$ cat src/pkg/rtc_pkg.sv
// Shared constants of the real-time counter register block.
// Assumes a byte-wide register port with a five-bit address.
package rtc_pkg;
  // Port widths
  localparam int unsigned ADDR_W = 5;
  localparam int unsigned DATA_W = 8;
  // Register offsets
  localparam logic [4:0] OFF_CTRL      = 5'h00;
  localparam logic [4:0] OFF_STATUS    = 5'h01;
  localparam logic [4:0] OFF_IRQ_EN    = 5'h02;
  localparam logic [4:0] OFF_IRQ_FLAGS = 5'h03;
  localparam logic [4:0] OFF_SHARED    = 5'h04;
  localparam logic [4:0] OFF_HALT      = 5'h05;
  localparam logic [4:0] OFF_FREQ_CORRECTION     = 5'h06;
  localparam logic [4:0] OFF_SOURCE    = 5'h07;
  localparam logic [4:0] OFF_COUNT_LO  = 5'h08;
  localparam logic [4:0] OFF_COUNT_HI  = 5'h09;
  localparam logic [4:0] OFF_LIMIT_LO  = 5'h0a;
  localparam logic [4:0] OFF_LIMIT_HI  = 5'h0b;
  localparam logic [4:0] OFF_MATCH_LO  = 5'h0c;
  localparam logic [4:0] OFF_MATCH_HI  = 5'h0d;
  localparam logic [4:0] OFF_PIT_CTRL  = 5'h10;
  localparam logic [4:0] OFF_PIT_STAT  = 5'h11;
  localparam logic [4:0] OFF_PIT_IEN   = 5'h12;
  localparam logic [4:0] OFF_PIT_FLAG  = 5'h13;
  localparam logic [4:0] OFF_PIT_HALT  = 5'h15;
  // Field positions
  localparam int unsigned CTRL_KEEP_RUN = 7;
  localparam int unsigned CTRL_PRESC_HI = 6;
  localparam int unsigned CTRL_PRESC_LO = 3;
  localparam int unsigned CTRL_CORR     = 2;
  localparam int unsigned CTRL_ON       = 0;
  localparam int unsigned CH_CTRL       = 0;
  localparam int unsigned CH_COUNT      = 1;
  localparam int unsigned CH_LIMIT      = 2;
  localparam int unsigned CH_MATCH      = 3;
  localparam int unsigned IRQ_WRAP      = 0;
  localparam int unsigned IRQ_MATCH     = 1;
  localparam int unsigned FREQ_CORRECTION_SIGN    = 7;
  localparam int unsigned HALT_RUN      = 0;
  // Writable bit masks
  localparam logic [7:0] CTRL_MASK     = 8'hfd;
  localparam logic [7:0] IRQ_MASK      = 8'h03;
  localparam logic [7:0] BIT0_MASK     = 8'h01;
  localparam logic [7:0] SOURCE_MASK   = 8'h03;
  localparam logic [7:0] PIT_CTRL_MASK = 8'h79;
  // Reset values
  localparam logic [7:0]  BYTE_RST  = 8'h00;
  localparam logic [15:0] WORD_RST  = 16'h0000;
  localparam logic [15:0] LIMIT_RST = 16'hffff;
  // Counter clock edges before a staged write takes effect
  localparam logic [1:0] SYNC_TICKS = 2'd2;
  localparam logic [1:0] SYNC_LAST  = SYNC_TICKS - 2'd1;
  // Counter clock cycles per correction interval
  localparam int unsigned PPM_INTERVAL = 1000000;
endpackage

$ cat src/pkg/rtc_tick_if.sv
// Tick and prescaler signals between the counter core and its helpers.
// Assumes all three modules share one clock.
`timescale 1ns/1ps
interface rtc_tick_if;
  logic       edge_tick;
  logic       run;
  logic [3:0] presc_sel;
  logic       corr_on;
  logic [7:0] freq_correction;
  logic       presc_tick;
  modport src   (output edge_tick);
  modport presc (input edge_tick, run, presc_sel, corr_on, freq_correction,
                 output presc_tick);
  modport core  (input edge_tick, presc_tick,
                 output run, presc_sel, corr_on, freq_correction);
endinterface

$ cat src/hdl/rtc_control_status_regs.sv
// Control, status, flag and shared-byte registers of the 16-bit counter.
// Assumes a byte register port on i_clock and a slow counter clock pin.
//
// Our own choice: strobed register access.
`timescale 1ns/1ps
module rtc_control_status_regs
  import rtc_pkg::*;
#(
  parameter int unsigned PPM_CYCLES = PPM_INTERVAL
)(
  // Clock and reset
  input  wire logic              i_clock,
  input  wire logic              i_rst_n,
  input  wire logic              i_clk_en,
  // Register port
  input  wire logic [ADDR_W-1:0] i_addr,
  input  wire logic [DATA_W-1:0] i_wdata,
  input  wire logic              i_wr,
  input  wire logic              i_rd,
  output logic      [DATA_W-1:0] o_rdata,
  // System
  input  wire logic              i_counter_clk,
  input  wire logic              i_standby,
  input  wire logic              i_cpu_halted,
  // Requests, events, clock source and periodic control
  output logic                   o_irq_req,
  output logic                   o_wrap_evt,
  output logic                   o_match_evt,
  output logic      [1:0]        o_clk_source,
  output logic      [7:0]        o_periodic_ctrl
);
  rtc_tick_if tick_bus ();

  counter_clk_sync u_sync (
    .i_clock  (i_clock),
    .i_rst_n  (i_rst_n),
    .i_clk_en (i_clk_en),
    .i_pin    (i_counter_clk),
    .bus      (tick_bus.src)
  );

  prescaler_corr #(
    .PPM_CYCLES (PPM_CYCLES)
  ) u_presc (
    .i_clock  (i_clock),
    .i_rst_n  (i_rst_n),
    .i_clk_en (i_clk_en),
    .bus      (tick_bus.presc)
  );

  function automatic logic [7:0] masked(input logic [7:0] d,
                                        input logic [7:0] m);
    return d & m;
  endfunction

  logic [7:0]  ctrl_q;
  logic [7:0]  ctrl_eff_q;
  logic [7:0]  ien_q;
  logic [7:0]  flags_q;
  logic [7:0]  shared_q;
  logic [7:0]  halt_q;
  logic [7:0]  freq_correction_q;
  logic [7:0]  source_q;
  logic [7:0]  pit_ctrl_q;
  logic [7:0]  pit_ien_q;
  logic [7:0]  pit_halt_q;
  logic [15:0] cnt_q;
  logic [15:0] cnt_load_q;
  logic [15:0] limit_q;
  logic [15:0] limit_eff_q;
  logic [15:0] match_q;
  logic [15:0] match_eff_q;
  logic [3:0]  busy_q;
  logic [1:0]  age_q [4];
  logic [7:0]  rdata_q;
  logic [7:0]  rd_d;
  logic        wrap_q;
  logic        match_evt_q;

  logic        wr_ctrl;
  logic        wr_ien;
  logic        wr_flags;
  logic        wr_shared;
  logic        wr_halt;
  logic        wr_freq_correction;
  logic        wr_source;
  logic        wr_lo;
  logic        wr_pit_ctrl;
  logic        wr_pit_ien;
  logic        wr_pit_halt;
  logic        rd_cnt_lo;
  logic        rd_limit_lo;
  logic        rd_match_lo;
  logic [3:0]  wr_ch;
  logic [3:0]  apply;
  logic        advance;
  logic [15:0] cnt_nxt;
  logic        wrap_hit;
  logic        match_hit;

  // Write and side-effect decode
  always_comb begin
    wr_ctrl     = 1'b0;
    wr_ien      = 1'b0;
    wr_flags    = 1'b0;
    wr_shared   = 1'b0;
    wr_halt     = 1'b0;
    wr_freq_correction    = 1'b0;
    wr_source   = 1'b0;
    wr_lo       = 1'b0;
    wr_pit_ctrl = 1'b0;
    wr_pit_ien  = 1'b0;
    wr_pit_halt = 1'b0;
    wr_ch       = 4'h0;
    if (i_wr && i_clk_en) begin
      if (i_addr == OFF_CTRL) begin
        wr_ctrl = 1'b1;
        wr_ch[CH_CTRL] = 1'b1;
      end else if (i_addr == OFF_IRQ_EN) begin
        wr_ien = 1'b1;
      end else if (i_addr == OFF_IRQ_FLAGS) begin
        wr_flags = 1'b1;
      end else if (i_addr == OFF_SHARED) begin
        wr_shared = 1'b1;
      end else if (i_addr == OFF_HALT) begin
        wr_halt = 1'b1;
      end else if (i_addr == OFF_FREQ_CORRECTION) begin
        wr_freq_correction = 1'b1;
      end else if (i_addr == OFF_SOURCE) begin
        wr_source = 1'b1;
      end else if (i_addr == OFF_COUNT_LO || i_addr == OFF_LIMIT_LO ||
                   i_addr == OFF_MATCH_LO) begin
        wr_lo = 1'b1;
      end else if (i_addr == OFF_COUNT_HI) begin
        wr_ch[CH_COUNT] = 1'b1;
      end else if (i_addr == OFF_LIMIT_HI) begin
        wr_ch[CH_LIMIT] = 1'b1;
      end else if (i_addr == OFF_MATCH_HI) begin
        wr_ch[CH_MATCH] = 1'b1;
      end else if (i_addr == OFF_PIT_CTRL) begin
        wr_pit_ctrl = 1'b1;
      end else if (i_addr == OFF_PIT_IEN) begin
        wr_pit_ien = 1'b1;
      end else if (i_addr == OFF_PIT_HALT) begin
        wr_pit_halt = 1'b1;
      end
    end
  end

  assign rd_cnt_lo   = i_rd && i_clk_en && (i_addr == OFF_COUNT_LO);
  assign rd_limit_lo = i_rd && i_clk_en && (i_addr == OFF_LIMIT_LO);
  assign rd_match_lo = i_rd && i_clk_en && (i_addr == OFF_MATCH_LO);

  // Software-side registers
  always_ff @(posedge i_clock or negedge i_rst_n) begin
    if (!i_rst_n) begin
      ctrl_q     <= BYTE_RST;
      ien_q      <= BYTE_RST;
      halt_q     <= BYTE_RST;
      freq_correction_q    <= BYTE_RST;
      source_q   <= BYTE_RST;
      pit_ctrl_q <= BYTE_RST;
      pit_ien_q  <= BYTE_RST;
      pit_halt_q <= BYTE_RST;
    end else begin
      if (wr_ctrl) ctrl_q <= masked(i_wdata, CTRL_MASK);
      if (wr_ien) ien_q <= masked(i_wdata, IRQ_MASK);
      if (wr_halt) halt_q <= masked(i_wdata, BIT0_MASK);
      if (wr_freq_correction) freq_correction_q <= i_wdata;
      if (wr_source) source_q <= masked(i_wdata, SOURCE_MASK);
      if (wr_pit_ctrl) pit_ctrl_q <= masked(i_wdata, PIT_CTRL_MASK);
      if (wr_pit_ien) pit_ien_q <= masked(i_wdata, BIT0_MASK);
      if (wr_pit_halt) pit_halt_q <= masked(i_wdata, BIT0_MASK);
    end
  end

  // Shared byte: low half staged, high half completes the word
  always_ff @(posedge i_clock or negedge i_rst_n) begin
    if (!i_rst_n) begin
      shared_q   <= BYTE_RST;
      cnt_load_q <= WORD_RST;
      limit_q    <= LIMIT_RST;
      match_q    <= WORD_RST;
    end else begin
      if (wr_shared || wr_lo) begin
        shared_q <= i_wdata;
      end else if (rd_cnt_lo) begin
        shared_q <= cnt_q[15:8];
      end else if (rd_limit_lo) begin
        shared_q <= limit_q[15:8];
      end else if (rd_match_lo) begin
        shared_q <= match_q[15:8];
      end
      if (wr_ch[CH_COUNT]) cnt_load_q <= {i_wdata, shared_q};
      if (wr_ch[CH_LIMIT]) limit_q <= {i_wdata, shared_q};
      if (wr_ch[CH_MATCH]) match_q <= {i_wdata, shared_q};
    end
  end

  // Staged writes take effect on the second counter clock edge
  always_comb begin
    for (int i = 0; i < 4; i++) begin
      apply[i] = busy_q[i] && tick_bus.edge_tick && !wr_ch[i] &&
                 (age_q[i] == SYNC_LAST);
    end
  end

  always_ff @(posedge i_clock or negedge i_rst_n) begin
    if (!i_rst_n) begin
      busy_q <= 4'h0;
      for (int i = 0; i < 4; i++) begin
        age_q[i] <= 2'd0;
      end
    end else if (i_clk_en) begin
      for (int i = 0; i < 4; i++) begin
        if (wr_ch[i]) begin
          busy_q[i] <= 1'b1;
          age_q[i]  <= 2'd0;
        end else if (apply[i]) begin
          busy_q[i] <= 1'b0;
        end else if (busy_q[i] && tick_bus.edge_tick) begin
          age_q[i] <= age_q[i] + 2'd1;
        end
      end
    end
  end

  always_ff @(posedge i_clock or negedge i_rst_n) begin
    if (!i_rst_n) begin
      ctrl_eff_q  <= BYTE_RST;
      limit_eff_q <= LIMIT_RST;
      match_eff_q <= WORD_RST;
    end else begin
      if (apply[CH_CTRL]) ctrl_eff_q <= ctrl_q;
      if (apply[CH_LIMIT]) limit_eff_q <= limit_q;
      if (apply[CH_MATCH]) match_eff_q <= match_q;
    end
  end

  // Run gating and prescaler setup
  assign tick_bus.run = ctrl_eff_q[CTRL_ON] &&
                        !(i_standby && !ctrl_eff_q[CTRL_KEEP_RUN]) &&
                        !(i_cpu_halted && !halt_q[HALT_RUN]);
  assign tick_bus.presc_sel = ctrl_eff_q[CTRL_PRESC_HI:CTRL_PRESC_LO];
  assign tick_bus.corr_on   = ctrl_eff_q[CTRL_CORR];
  assign tick_bus.freq_correction     = freq_correction_q;

  // Counter
  assign advance   = tick_bus.presc_tick && !apply[CH_COUNT];
  assign cnt_nxt   = (cnt_q == limit_eff_q) ? WORD_RST : cnt_q + 16'd1;
  assign wrap_hit  = advance && (cnt_q == limit_eff_q);
  assign match_hit = advance && (cnt_nxt == match_eff_q);

  always_ff @(posedge i_clock or negedge i_rst_n) begin
    if (!i_rst_n) begin
      cnt_q <= WORD_RST;
    end else if (i_clk_en) begin
      if (apply[CH_COUNT]) begin
        cnt_q <= cnt_load_q;
      end else if (advance) begin
        cnt_q <= cnt_nxt;
      end
    end
  end

  // Flags: a new event wins over a clear in the same cycle
  always_ff @(posedge i_clock or negedge i_rst_n) begin
    if (!i_rst_n) begin
      flags_q     <= BYTE_RST;
      wrap_q      <= 1'b0;
      match_evt_q <= 1'b0;
    end else if (i_clk_en) begin
      flags_q <= (flags_q & ~(wr_flags ? masked(i_wdata, IRQ_MASK) : 8'h00))
                 | {6'h00, match_hit, wrap_hit};
      wrap_q      <= wrap_hit;
      match_evt_q <= match_hit;
    end
  end

  assign o_irq_req = (flags_q[IRQ_MATCH] && ien_q[IRQ_MATCH]) ||
                     (flags_q[IRQ_WRAP] && ien_q[IRQ_WRAP]);
  assign o_wrap_evt      = wrap_q;
  assign o_match_evt     = match_evt_q;
  assign o_clk_source    = source_q[1:0];
  assign o_periodic_ctrl = pit_ctrl_q;

  // Read mux
  always_comb begin
    rd_d = 8'h00;
    if (i_addr == OFF_CTRL) begin
      rd_d = ctrl_q;
    end else if (i_addr == OFF_STATUS) begin
      rd_d = {4'h0, busy_q};
    end else if (i_addr == OFF_IRQ_EN) begin
      rd_d = ien_q;
    end else if (i_addr == OFF_IRQ_FLAGS) begin
      rd_d = flags_q;
    end else if (i_addr == OFF_SHARED) begin
      rd_d = shared_q;
    end else if (i_addr == OFF_HALT) begin
      rd_d = halt_q;
    end else if (i_addr == OFF_FREQ_CORRECTION) begin
      rd_d = freq_correction_q;
    end else if (i_addr == OFF_SOURCE) begin
      rd_d = source_q;
    end else if (i_addr == OFF_COUNT_LO) begin
      rd_d = cnt_q[7:0];
    end else if (i_addr == OFF_LIMIT_LO) begin
      rd_d = limit_q[7:0];
    end else if (i_addr == OFF_MATCH_LO) begin
      rd_d = match_q[7:0];
    end else if (i_addr == OFF_COUNT_HI || i_addr == OFF_LIMIT_HI ||
                 i_addr == OFF_MATCH_HI) begin
      rd_d = shared_q;
    end else if (i_addr == OFF_PIT_CTRL) begin
      rd_d = pit_ctrl_q;
    end else if (i_addr == OFF_PIT_IEN) begin
      rd_d = pit_ien_q;
    end else if (i_addr == OFF_PIT_HALT) begin
      rd_d = pit_halt_q;
    end
  end

  always_ff @(posedge i_clock or negedge i_rst_n) begin
    if (!i_rst_n) begin
      rdata_q <= 8'h00;
    end else if (i_clk_en) begin
      rdata_q <= i_rd ? rd_d : 8'h00;
    end
  end
  assign o_rdata = rdata_q;
endmodule

$ cat src/hdl/counter_clk_sync.sv
// Synchroniser and rising-edge detector for the counter clock pin.
// Assumes the pin toggles well below half the system clock rate.
`timescale 1ns/1ps
module counter_clk_sync
  import rtc_pkg::*;
(
  // Clock and reset
  input  wire logic i_clock,
  input  wire logic i_rst_n,
  input  wire logic i_clk_en,
  // Counter clock pin
  input  wire logic i_pin,
  // Tick output
  rtc_tick_if.src   bus
);
  logic meta_q;
  logic sync_q;
  logic prev_q;

  always_ff @(posedge i_clock or negedge i_rst_n) begin
    if (!i_rst_n) begin
      meta_q <= 1'b0;
      sync_q <= 1'b0;
      prev_q <= 1'b0;
    end else if (i_clk_en) begin
      meta_q <= i_pin;
      sync_q <= meta_q;
      prev_q <= sync_q;
    end
  end

  // One pulse per counter clock rising edge
  assign bus.edge_tick = i_clk_en & sync_q & ~prev_q;
endmodule

$ cat src/hdl/prescaler_corr.sv
// Power-of-two prescaler with spread parts-per-million correction.
// Assumes edge_tick pulses once per counter clock edge.
`timescale 1ns/1ps
module prescaler_corr
  import rtc_pkg::*;
#(
  parameter int unsigned PPM_CYCLES = PPM_INTERVAL
)(
  // Clock and reset
  input  wire logic i_clock,
  input  wire logic i_rst_n,
  input  wire logic i_clk_en,
  // Tick signals
  rtc_tick_if.presc bus
);
  logic [15:0] div_q;
  logic [15:0] div_d;
  logic [19:0] acc_q;
  logic [19:0] acc_sum;
  logic        hit;
  logic [1:0]  step;

  assign acc_sum = acc_q + {13'd0, bus.freq_correction[6:0]};
  assign hit     = bus.corr_on && (acc_sum >= 20'(PPM_CYCLES));
  // Positive error skips a step, negative error adds one
  always_comb begin
    step = 2'd1;
    if (hit) begin
      step = bus.freq_correction[FREQ_CORRECTION_SIGN] ? 2'd2 : 2'd0;
    end
  end
  assign div_d = div_q + {14'd0, step};

  always_ff @(posedge i_clock or negedge i_rst_n) begin
    if (!i_rst_n) begin
      div_q <= WORD_RST;
      acc_q <= 20'h00000;
    end else if (i_clk_en && bus.edge_tick && bus.run) begin
      div_q <= div_d;
      if (!bus.corr_on) begin
        acc_q <= 20'h00000;
      end else if (hit) begin
        acc_q <= acc_sum - 20'(PPM_CYCLES);
      end else begin
        acc_q <= acc_sum;
      end
    end
  end

  // Tick on carry out of the low prescaler bits
  assign bus.presc_tick = bus.edge_tick && bus.run &&
    ((div_q >> bus.presc_sel) != (div_d >> bus.presc_sel));
endmodule

$ cat config.mk
export PLATFORM = sky130hd
export DESIGN_NAME = rtc_control_status_regs
export DESIGN_NICKNAME = d
export VERILOG_FILES = /design/src/pkg/rtc_pkg.sv /design/src/pkg/rtc_tick_if.sv /design/src/hdl/rtc_control_status_regs.sv /design/src/hdl/counter_clk_sync.sv /design/src/hdl/prescaler_corr.sv
export SDC_FILE = /design/constraint.sdc
export NUM_CORES = 1
export LEC_CHECK = 0
export BUFFER_PORTS_ARGS = -buffer_cell sky130_fd_sc_hd__buf_2
export CAP_MARGIN = 30
export CORE_MARGIN = 2
export CORE_UTILIZATION = 63
export DETAILED_ROUTE_END_ITERATION = 16
export PLACE_DENSITY = 0.83
export SLEW_MARGIN = 20
export SYNTH_ARGS = -nofsm -noshare
export SYNTH_HDL_FRONTEND = slang
export SYNTH_SLANG_ARGS = --single-unit
export TNS_END_PERCENT = 30
$ cat constraint.sdc
create_clock -name i_clock -period 7.8 [get_ports i_clock]
set_clock_uncertainty 0.05 [all_clocks]
set_input_delay 0 -clock i_clock [delete_from_list [all_inputs] [get_ports i_clock]]
set_output_delay 0 -clock i_clock [all_outputs]
set_load 0.02 [all_outputs]
==> results of run 1 <==
-- area by class of cell --
| cell class | instances | area [um^2] | share of cell area [%] |
|---|---|---|---|
| Sequential cell | 201 | 5070 | 36.30 |
| Timing Repair Buffer | 72 | 501.7 | 3.592 |
| Inverter | 51 | 191.4 | 1.370 |
| Tap cell | 265 | 331.6 | 2.374 |
| Multi-Input combinational cell | 985 | 7074 | 50.64 |
| Clock inverter | 13 | 151.4 | 1.084 |
| Clock buffer | 29 | 648.1 | 4.640 |
-- per-layer routing --
metal	global-route usage [%]	vias up	wire [um]
met3	5.956	136	3373
met1	45.06	5363	13950
met2	54.79	652	17180
li1	-	4863	-
met4	15.25	0	1653
met5	0	-	0
-- layout by cell type (no fill, tap or decap), types with 20 or more instances in the layout --
cell type,count
sky130_fd_sc_hd__a21oi_1,55
sky130_fd_sc_hd__and3_1,20
sky130_fd_sc_hd__buf_2,39
sky130_fd_sc_hd__clkbuf_16,23
sky130_fd_sc_hd__dfrtp_1,169
sky130_fd_sc_hd__dfstp_2,32
sky130_fd_sc_hd__inv_1,48
sky130_fd_sc_hd__mux2_2,124
sky130_fd_sc_hd__mux2i_1,25
sky130_fd_sc_hd__nand2_1,120
sky130_fd_sc_hd__nand3_1,46
sky130_fd_sc_hd__nor2_1,92
sky130_fd_sc_hd__nor3_1,32
sky130_fd_sc_hd__o21ai_0,64
sky130_fd_sc_hd__xnor2_1,45
sky130_fd_sc_hd__xor2_1,42
-- power groups by stage --
stage | sequential (uW) | combinational [uW] | clock [uW]
3_5_place_dp | 1380 | 623 | 0
6_report | 1380 | 653 | 1130
2_1_floorplan | 1300 | 490 | 0
4_1_cts | 1370 | 640 | 1140
3_3_place_gp | 1370 | 595 | 0
5_1_grt | 1390 | 715 | 1180
-- worst min-delay path: stages --
cell and delay, ns:
sky130_fd_sc_hd__buf_2 0.22, sky130_fd_sc_hd__nor2b_1 0.11, sky130_fd_sc_hd__nand3_1 0.09, sky130_fd_sc_hd__mux2_2 0.15
-- per-stage QoR --
step | cells | hold slack, ns | worst slack (ns)
finish | 1616 | 0.02194 | 0.5368
CTS | 1613 | 0.01491 | 0.1081
floorplan | 1319 | -0.3456 | 1.305
global route | 1616 | 0.05711 | 0.04576
global placement | 1554 | 0.07090 | 0.3542
detailed placement | 1556 | 0.07816 | 0.02144
-- worst min path at each step --
stage	end	slack, ns	depth (start not counted)
final	pit_halt_q[0]$_DFFE_PN0P_	0.02	4
after global routing	pit_halt_q[0]$_DFFE_PN0P_	0.06	4
after CTS	pit_halt_q[0]$_DFFE_PN0P_	0.01	4
after detailed placement	u_presc.div_q[11]$_DFFE_PN0P_	0.08	1
after global placement	u_presc.div_q[13]$_DFFE_PN0P_	0.07	1
after floorplan	age_q[0]$_DFFE_PN0P_	-0.35	0
-- synthesized netlist by cell type, drive strengths merged (32+ instances only) --
master / n / share of area (%)
clkbuf: 52 / 1.6
xor2: 42 / 2.9
a21oi: 56 / 2.2
inv: 49 / 1.5
nor3: 35 / 1.4
o21ai: 67 / 2.7
mux2: 125 / 11
nand3: 48 / 1.9
dfstp: 32 / 6.7
nand2: 120 / 3.6
nor2: 93 / 2.8
dfrtp: 169 / 33
xnor2: 45 / 3.1
-- registers in the layout, indices dropped and copies added, names as in the netlist, 2 cells and up --
| name | count |
|---|---|
| source_q | 2 |
| freq_correction_q | 8 |
| o_periodic_ctrl | 5 |
| flags_q | 2 |
| busy_q | 4 |
| match_q | 16 |
| shared_q | 8 |
| u_presc.acc_q | 20 |
| u_presc.div_q | 16 |
| cnt_load_q | 16 |
| ien_q | 2 |
| match_eff_q | 16 |
| o_rdata | 8 |
| ctrl_q | 7 |
| age_q | 8 |
| limit_q | 16 |
| limit_eff_q | 16 |
| cnt_q | 16 |
| ctrl_eff_q | 7 |
-- repair_timing --
item | in CTS | in global routing
setup endpoints to repair | 1 | 18
resized for setup | 2 | 10
gates cloned | 0 | 0
hold endpoints to repair | 159 | 0
hold buffers | 15 | 0
-- cell families (layout without fill, tap and decap cells) --
family,Yosys count,count (layout),share of synthesized area (%)
AND/OR/NAND/NOR,427,427,16.99
AO/OA/AOI/OAI,294,294,16.26
flip-flops,201,201,40.12
other,1,3,0.02967
multiplexers,156,156,14.19
buffers and inverters,133,165,4.485
adder cells (fa/ha/maj),18,18,1.901
XOR/XNOR,87,87,6.030
==> run summary, run 1 <==
• Sw Pwr: 1022 uW
• number of antenna violations at the first check in global routing: 0
• Min-Delay Startpoint: i_addr[3]
• share of the clock period used by the worst path after layout: 93.12%
• cell count along the critical path: 26
• transition time at the pin with the least slew margin: 1.037 ns
• number of warning messages in the yosys log: 0
• total non-filler cell area in the finished layout: 0.01397 mm^2
• time the worst path needs with I/O delays and setup: 7.263 ns
• mean instance size in the synthesized netlist: 9.595 um^2
• detail-routed via count per cell: 6.816
• total power divided by cell area: 226.5 mW/mm^2
• number of hold-slack violations in the final timing report: 0
• number of buffers created by CTS: 23
• Worst path most repeated cell: sky130_fd_sc_hd__ha_1
• upper clock frequency limit: 137.7 MHz
• Placement Cell Area: 0.01294 mm^2
• First DRT Iteration DRCs: 1078
• remaining number of nets flagged by the antenna check after routing: 0
• number of global-route vias before repair: 10857
• peak per-stage delay on the critical path: 0.48 ns
• CTS sink count: 201
• final routed wirelength across all metal layers: 36160 um
• remaining global-route overflow: 0
• end point of the critical path: cnt_q[0]$_DFFE_PN0P_
• unrepaired setup endpoints after global routing: false
• DRC violation count after routing: 0
• post-layout net count: 1373
• TritonCTS clock tree: built
• capturing element type of the critical path: flop
• library cell used as clock root buffer: sky130_fd_sc_hd__clkbuf_16
• pin count of the biggest net entering global routing: 96
• first-pass iteration count of the detailed router: 7
• total of endpoints with negative setup slack in the final report: 0
• total power: 3164 uW
• Cell Rows: 51
• hold crit path type: primary input to flop
• worst reg2reg path depth: 26
• placeable core area: 0.01959 mm^2
• synthesized flop and latch total: 201
• worst path buffer plus inverter count: 2
• sum of negative setup slack: 0 ns
• Slew headroom: 30.60%
• core occupancy in the finished layout: 71.30%
• instance count of the mapped netlist: 1317
• count of flip-flops with a built-in enable after synthesis: 0
• CP Data Arrival Time: 7.62 ns
• share of total power in combinational logic: 20.6%
• die boundary height: 145.6 um
• share of layout cells above drive strength 1: 21.98%
• # fillers: 1427
• via count of the routed design: 11014
• Leakage: 0.006079 uW
• portion of total power attributed to the clock network: 35.8%
• status: finished clean
• area delta synth->final: 10.53%
• floorplan die width: 145.6 um
• proportion of power drawn by flip-flops and latches: 43.6%
• startpoint-to-endpoint class of the critical path: flop to flop
• initial standard-cell utilization of the core: 64.51%
• area of the mapped netlist: 0.01264 mm^2
• kind of start point of the critical path: flop
• leading register cell type out of synthesis: sky130_fd_sc_hd__dfrtp_1
• placed wire-length estimate: 24610 um
• worst flop-to-flop path endpoint: cnt_q[0]$_DFFE_PN0P_
• worst setup path start: freq_correction_q[0]$_DFFE_PN0P_
• IO Port Bufs: 38
• floorplan die area: 0.02121 mm^2
• maximum number of buffers from clock root to sink: 3
• largest delay contributor family on the critical path: compound AO/OA/AOI/OAI gates
• internal power component: 2142 uW
• average detailed-routed wire length per instance: 22.38 um
• fin. max-slew vios: 0
• CP max FO: 11
• setup slack of the worst register-to-register path: 0.54 ns
• Worst-path clk slew: 0.07 ns
• Boundary Pins: 42
• cell with the largest stage delay on the worst path: sky130_fd_sc_hd__fa_2
• switch share: 32.31%
• Post-synth ARST share: 100.0%
• post-CTS repair timing setup buffer count: 0
• required time at the endpoint of the critical path: 8.16 ns
• clock latency of the later-clocked register in the worst-skew pair: 0.53 ns
• ant diodes: 0
• Final GP Congestion: 0.9732
• number of distinct library cells after synthesis: 89
• global-route total usage across every layer: 33.91%
• share of synthesized area occupied by flip-flops and latches: 40.12%
• wire length of the first global-routing pass: 58260 um
• htree depth: 1
• startpoint of the worst register-to-register path: freq_correction_q[0]$_DFFE_PN0P_
• VDD IR max: 0.2021 mV
• max-cap violation count: 0
Note: power is estimated with default switching activity, not from simulation.
==> run 2, diff against run 1 <==
- CELL_PAD_IN_SITES_DETAIL_PLACEMENT: unset -> 2
- CELL_PAD_IN_SITES_GLOBAL_PLACEMENT: unset -> 2
- CORE_UTILIZATION: 63 -> 41
==> run 2 against run 1 <==
Net effect: worst hold slack better by 0.022 ns; clock power up 12%; die area up 52%; via count up 3.3%.
==> run summary, run 2 (same netlist as run 1, synthesis figures left out) <==
• status: finished clean
• worst flop-to-flop path endpoint: cnt_q[0]$_DFFE_PN0P_
• startpoint of the worst register-to-register path: freq_correction_q[0]$_DFFE_PN0P_
• Final GP Congestion: 0.8683
• startpoint-to-endpoint class of the critical path: flop to flop
• detail-routed via count per cell: 6.491
• die boundary height: 179.6 um
• sequential standard cell area: 0.005070 mm^2
• remaining number of nets flagged by the antenna check after routing: 0
• CP max FO: 7
• clock latency of the later-clocked register in the worst-skew pair: 0.56 ns
• total power divided by cell area: 238.8 mW/mm^2
• maximum number of buffers from clock root to sink: 3
• register with the most flip-flops: u_presc.acc_q
• core occupancy in the finished layout: 46.68%
• max FFs per register: 20
• wire length of the first global-routing pass: 80410 um
• Global Route met3 Usage: 4.720%
• time the worst path needs with I/O delays and setup: 7.485 ns
• worst hold path depth: 4
• DRC violation count after routing: 0
• number of buffers created by CTS: 24
• TritonCTS clock tree: built
• placeable core area: 0.03051 mm^2
• setup slack of the worst register-to-register path: 0.31 ns
• worst path buffer plus inverter count: 2
• hold endpoint: pit_halt_q[0]$_DFFE_PN0P_
• share of total power in combinational logic: 21.5%
• initial standard-cell utilization of the core: 41.42%
• average detailed-routed wire length per instance: 29.66 um
• htree depth: 1
• Worst Hold Slack: 0.04444 ns
• required time at the endpoint of the critical path: 8.20 ns
• internal power component: 2230 uW
• portion of total power attributed to the clock network: 37.1%
• total of endpoints with negative setup slack in the final report: 0
• share of layout cells above drive strength 1: 21.90%
• number of hold-slack violations in the final timing report: 0
• CP Data Arrival Time: 7.88 ns
• post-layout net count: 1377
• floorplan die area: 0.03224 mm^2
• Slew headroom: 29.15%
• peak per-stage delay on the critical path: 0.56 ns
• remaining global-route overflow: 0
• Leakage: 0.006122 uW
• number of antenna violations at the first check in global routing: 0
• share of the clock period used by the worst path after layout: 95.97%
• number of global-route vias before repair: 12823
• number of instances in the placed design: 1691
• most frequent cells in the layout: sky130_fd_sc_hd__dfrtp_1 (169), sky130_fd_sc_hd__mux2_2 (124), sky130_fd_sc_hd__nand2_1 (120)
• ant diodes: 0
• proportion of power drawn by flip-flops and latches: 41.4%
• IO Port Bufs: 38
• max-cap violation count: 0
• # fillers: 3160
• hold crit path type: primary input to flop
• Worst path most repeated cell: sky130_fd_sc_hd__ha_1
• Sw Pwr: 1171 uW
• fin. max-slew vios: 0
• transition time at the pin with the least slew margin: 1.059 ns
• cell with the largest stage delay on the worst path: sky130_fd_sc_hd__a21oi_1
• capturing element type of the critical path: flop
• Worst-path clk slew: 0.06 ns
• VDD IR max: 0.2970 mV
• worst reg2reg path depth: 26
• Boundary Pins: 42
• final routed wirelength across all metal layers: 51960 um
• total power: 3401 uW
• upper clock frequency limit: 133.6 MHz
• global-route track usage on met1: 39.25%
• kind of start point of the critical path: flop
• library cell used as clock root buffer: sky130_fd_sc_hd__clkbuf_16
• CTS sink count: 201
• area delta synth->final: 12.70%
• commonest non-fill, non-tap cell in the layout: sky130_fd_sc_hd__dfrtp_1
• final std cells w/o fill: 1752
• placed wire-length estimate: 31740 um
• global-route total usage across every layer: 31.99%
• First DRT Iteration DRCs: 904
• via count of the routed design: 11373
• pin count of the biggest net entering global routing: 128
• peak-usage layer in the global routing report: met2
• floorplan die width: 179.6 um
• switch share: 34.43%
• largest delay contributor family on the critical path: compound AO/OA/AOI/OAI gates
• met2 GRT Util: 54.56%
• first-pass iteration count of the detailed router: 6
• multi-input gate area in the final layout: 0.007062 mm^2
• Cell Rows: 64
• Min-Delay Startpoint: i_addr[4]
==> run 2: cell count changes in the layout (fill, tap and decap cells not counted), moves of 2 or more <==
cell / delta
sky130_fd_sc_hd__clkbuf_8: -5
sky130_fd_sc_hd__buf_4: +4
sky130_fd_sc_hd__bufinv_16: +3
sky130_fd_sc_hd__clkinv_2: +3
sky130_fd_sc_hd__buf_16: +2
sky130_fd_sc_hd__buf_2: -2
sky130_fd_sc_hd__clkbuf_1: +2
sky130_fd_sc_hd__clkinvlp_4: -2
sky130_fd_sc_hd__o31ai_2: -2
==> run 2: power groups by stage <==
stage	combinational, uW	clock (uW)	sequential [uW]
after floorplan	490	0	1300
after global placement	618	0	1390
after detailed placement	672	0	1400
after CTS	707	1280	1390
after global routing	794	1320	1420
final	730	1260	1410
==> run 2: cell type report <==
| type | instances | share of cell area [%] |
|---|---|---|
| multi-input combinational | 985 | 49.58 |
| sequential | 201 | 35.60 |
| clock buffer | 28 | 4.393 |
| timing repair buffer | 75 | 3.901 |
| tap | 396 | 3.479 |
| clock inverter | 16 | 1.704 |
| inverter | 51 | 1.344 |
==> run 2: what timing repair did <==
item	in CTS	in global routing
hold endpoints to repair	175	47
setup buffers	0	0
gates resized for setup	1	8
hold buffers	14	1
endpoints found under the setup margin	2	20
==> run 2: metrics by stage <==
step | worst slack, ns | TNS (ns) | cell area, um^2
after global routing | -0.1174 | -0.1200 | 14240
after floorplan | 1.305 | 0 | 12640
after CTS | 0.02608 | 0 | 14160
after detailed placement | 0.05791 | 0 | 13150
final | 0.3146 | 0 | 14240
after global placement | 0.3872 | 0 | 13120
==> run 2: routing by layer <==
metal / wire [um] / up-vias / part of all wire, %
li1: - / 4857 / -
met1: 20910 / 5889 / 40
met2: 25300 / 436 / 49
met3: 2798 / 191 / 5.4
met4: 2948 / 0 / 5.7
met5: 0 / - / 0
==> run 2: worst max-delay path by stage <==
| stage | cells past startpoint | slack [ns] | to | from |
|---|---|---|---|---|
| after global placement | 27 | 0.39 | cnt_q[0]$_DFFE_PN0P_ | freq_correction_q[0]$_DFFE_PN0P_ |
| after detailed placement | 27 | 0.06 | cnt_q[0]$_DFFE_PN0P_ | freq_correction_q[0]$_DFFE_PN0P_ |
| final | 26 | 0.31 | cnt_q[0]$_DFFE_PN0P_ | freq_correction_q[0]$_DFFE_PN0P_ |
| after global routing | 27 | -0.12 | cnt_q[0]$_DFFE_PN0P_ | freq_correction_q[0]$_DFFE_PN0P_ |
| after floorplan | 27 | 1.31 | cnt_q[0]$_DFFE_PN0P_ | freq_correction_q[0]$_DFFE_PN0P_ |
| after CTS | 27 | 0.03 | cnt_q[0]$_DFFE_PN0P_ | freq_correction_q[0]$_DFFE_PN0P_ |
==> run 2: tightest hold or removal path, delay by kind of cell <==
family | cells | cell delay, ns
AND/OR/NAND/NOR | 2 | 0.29
buffers and inverters | 1 | 0.18
multiplexers | 1 | 0.15
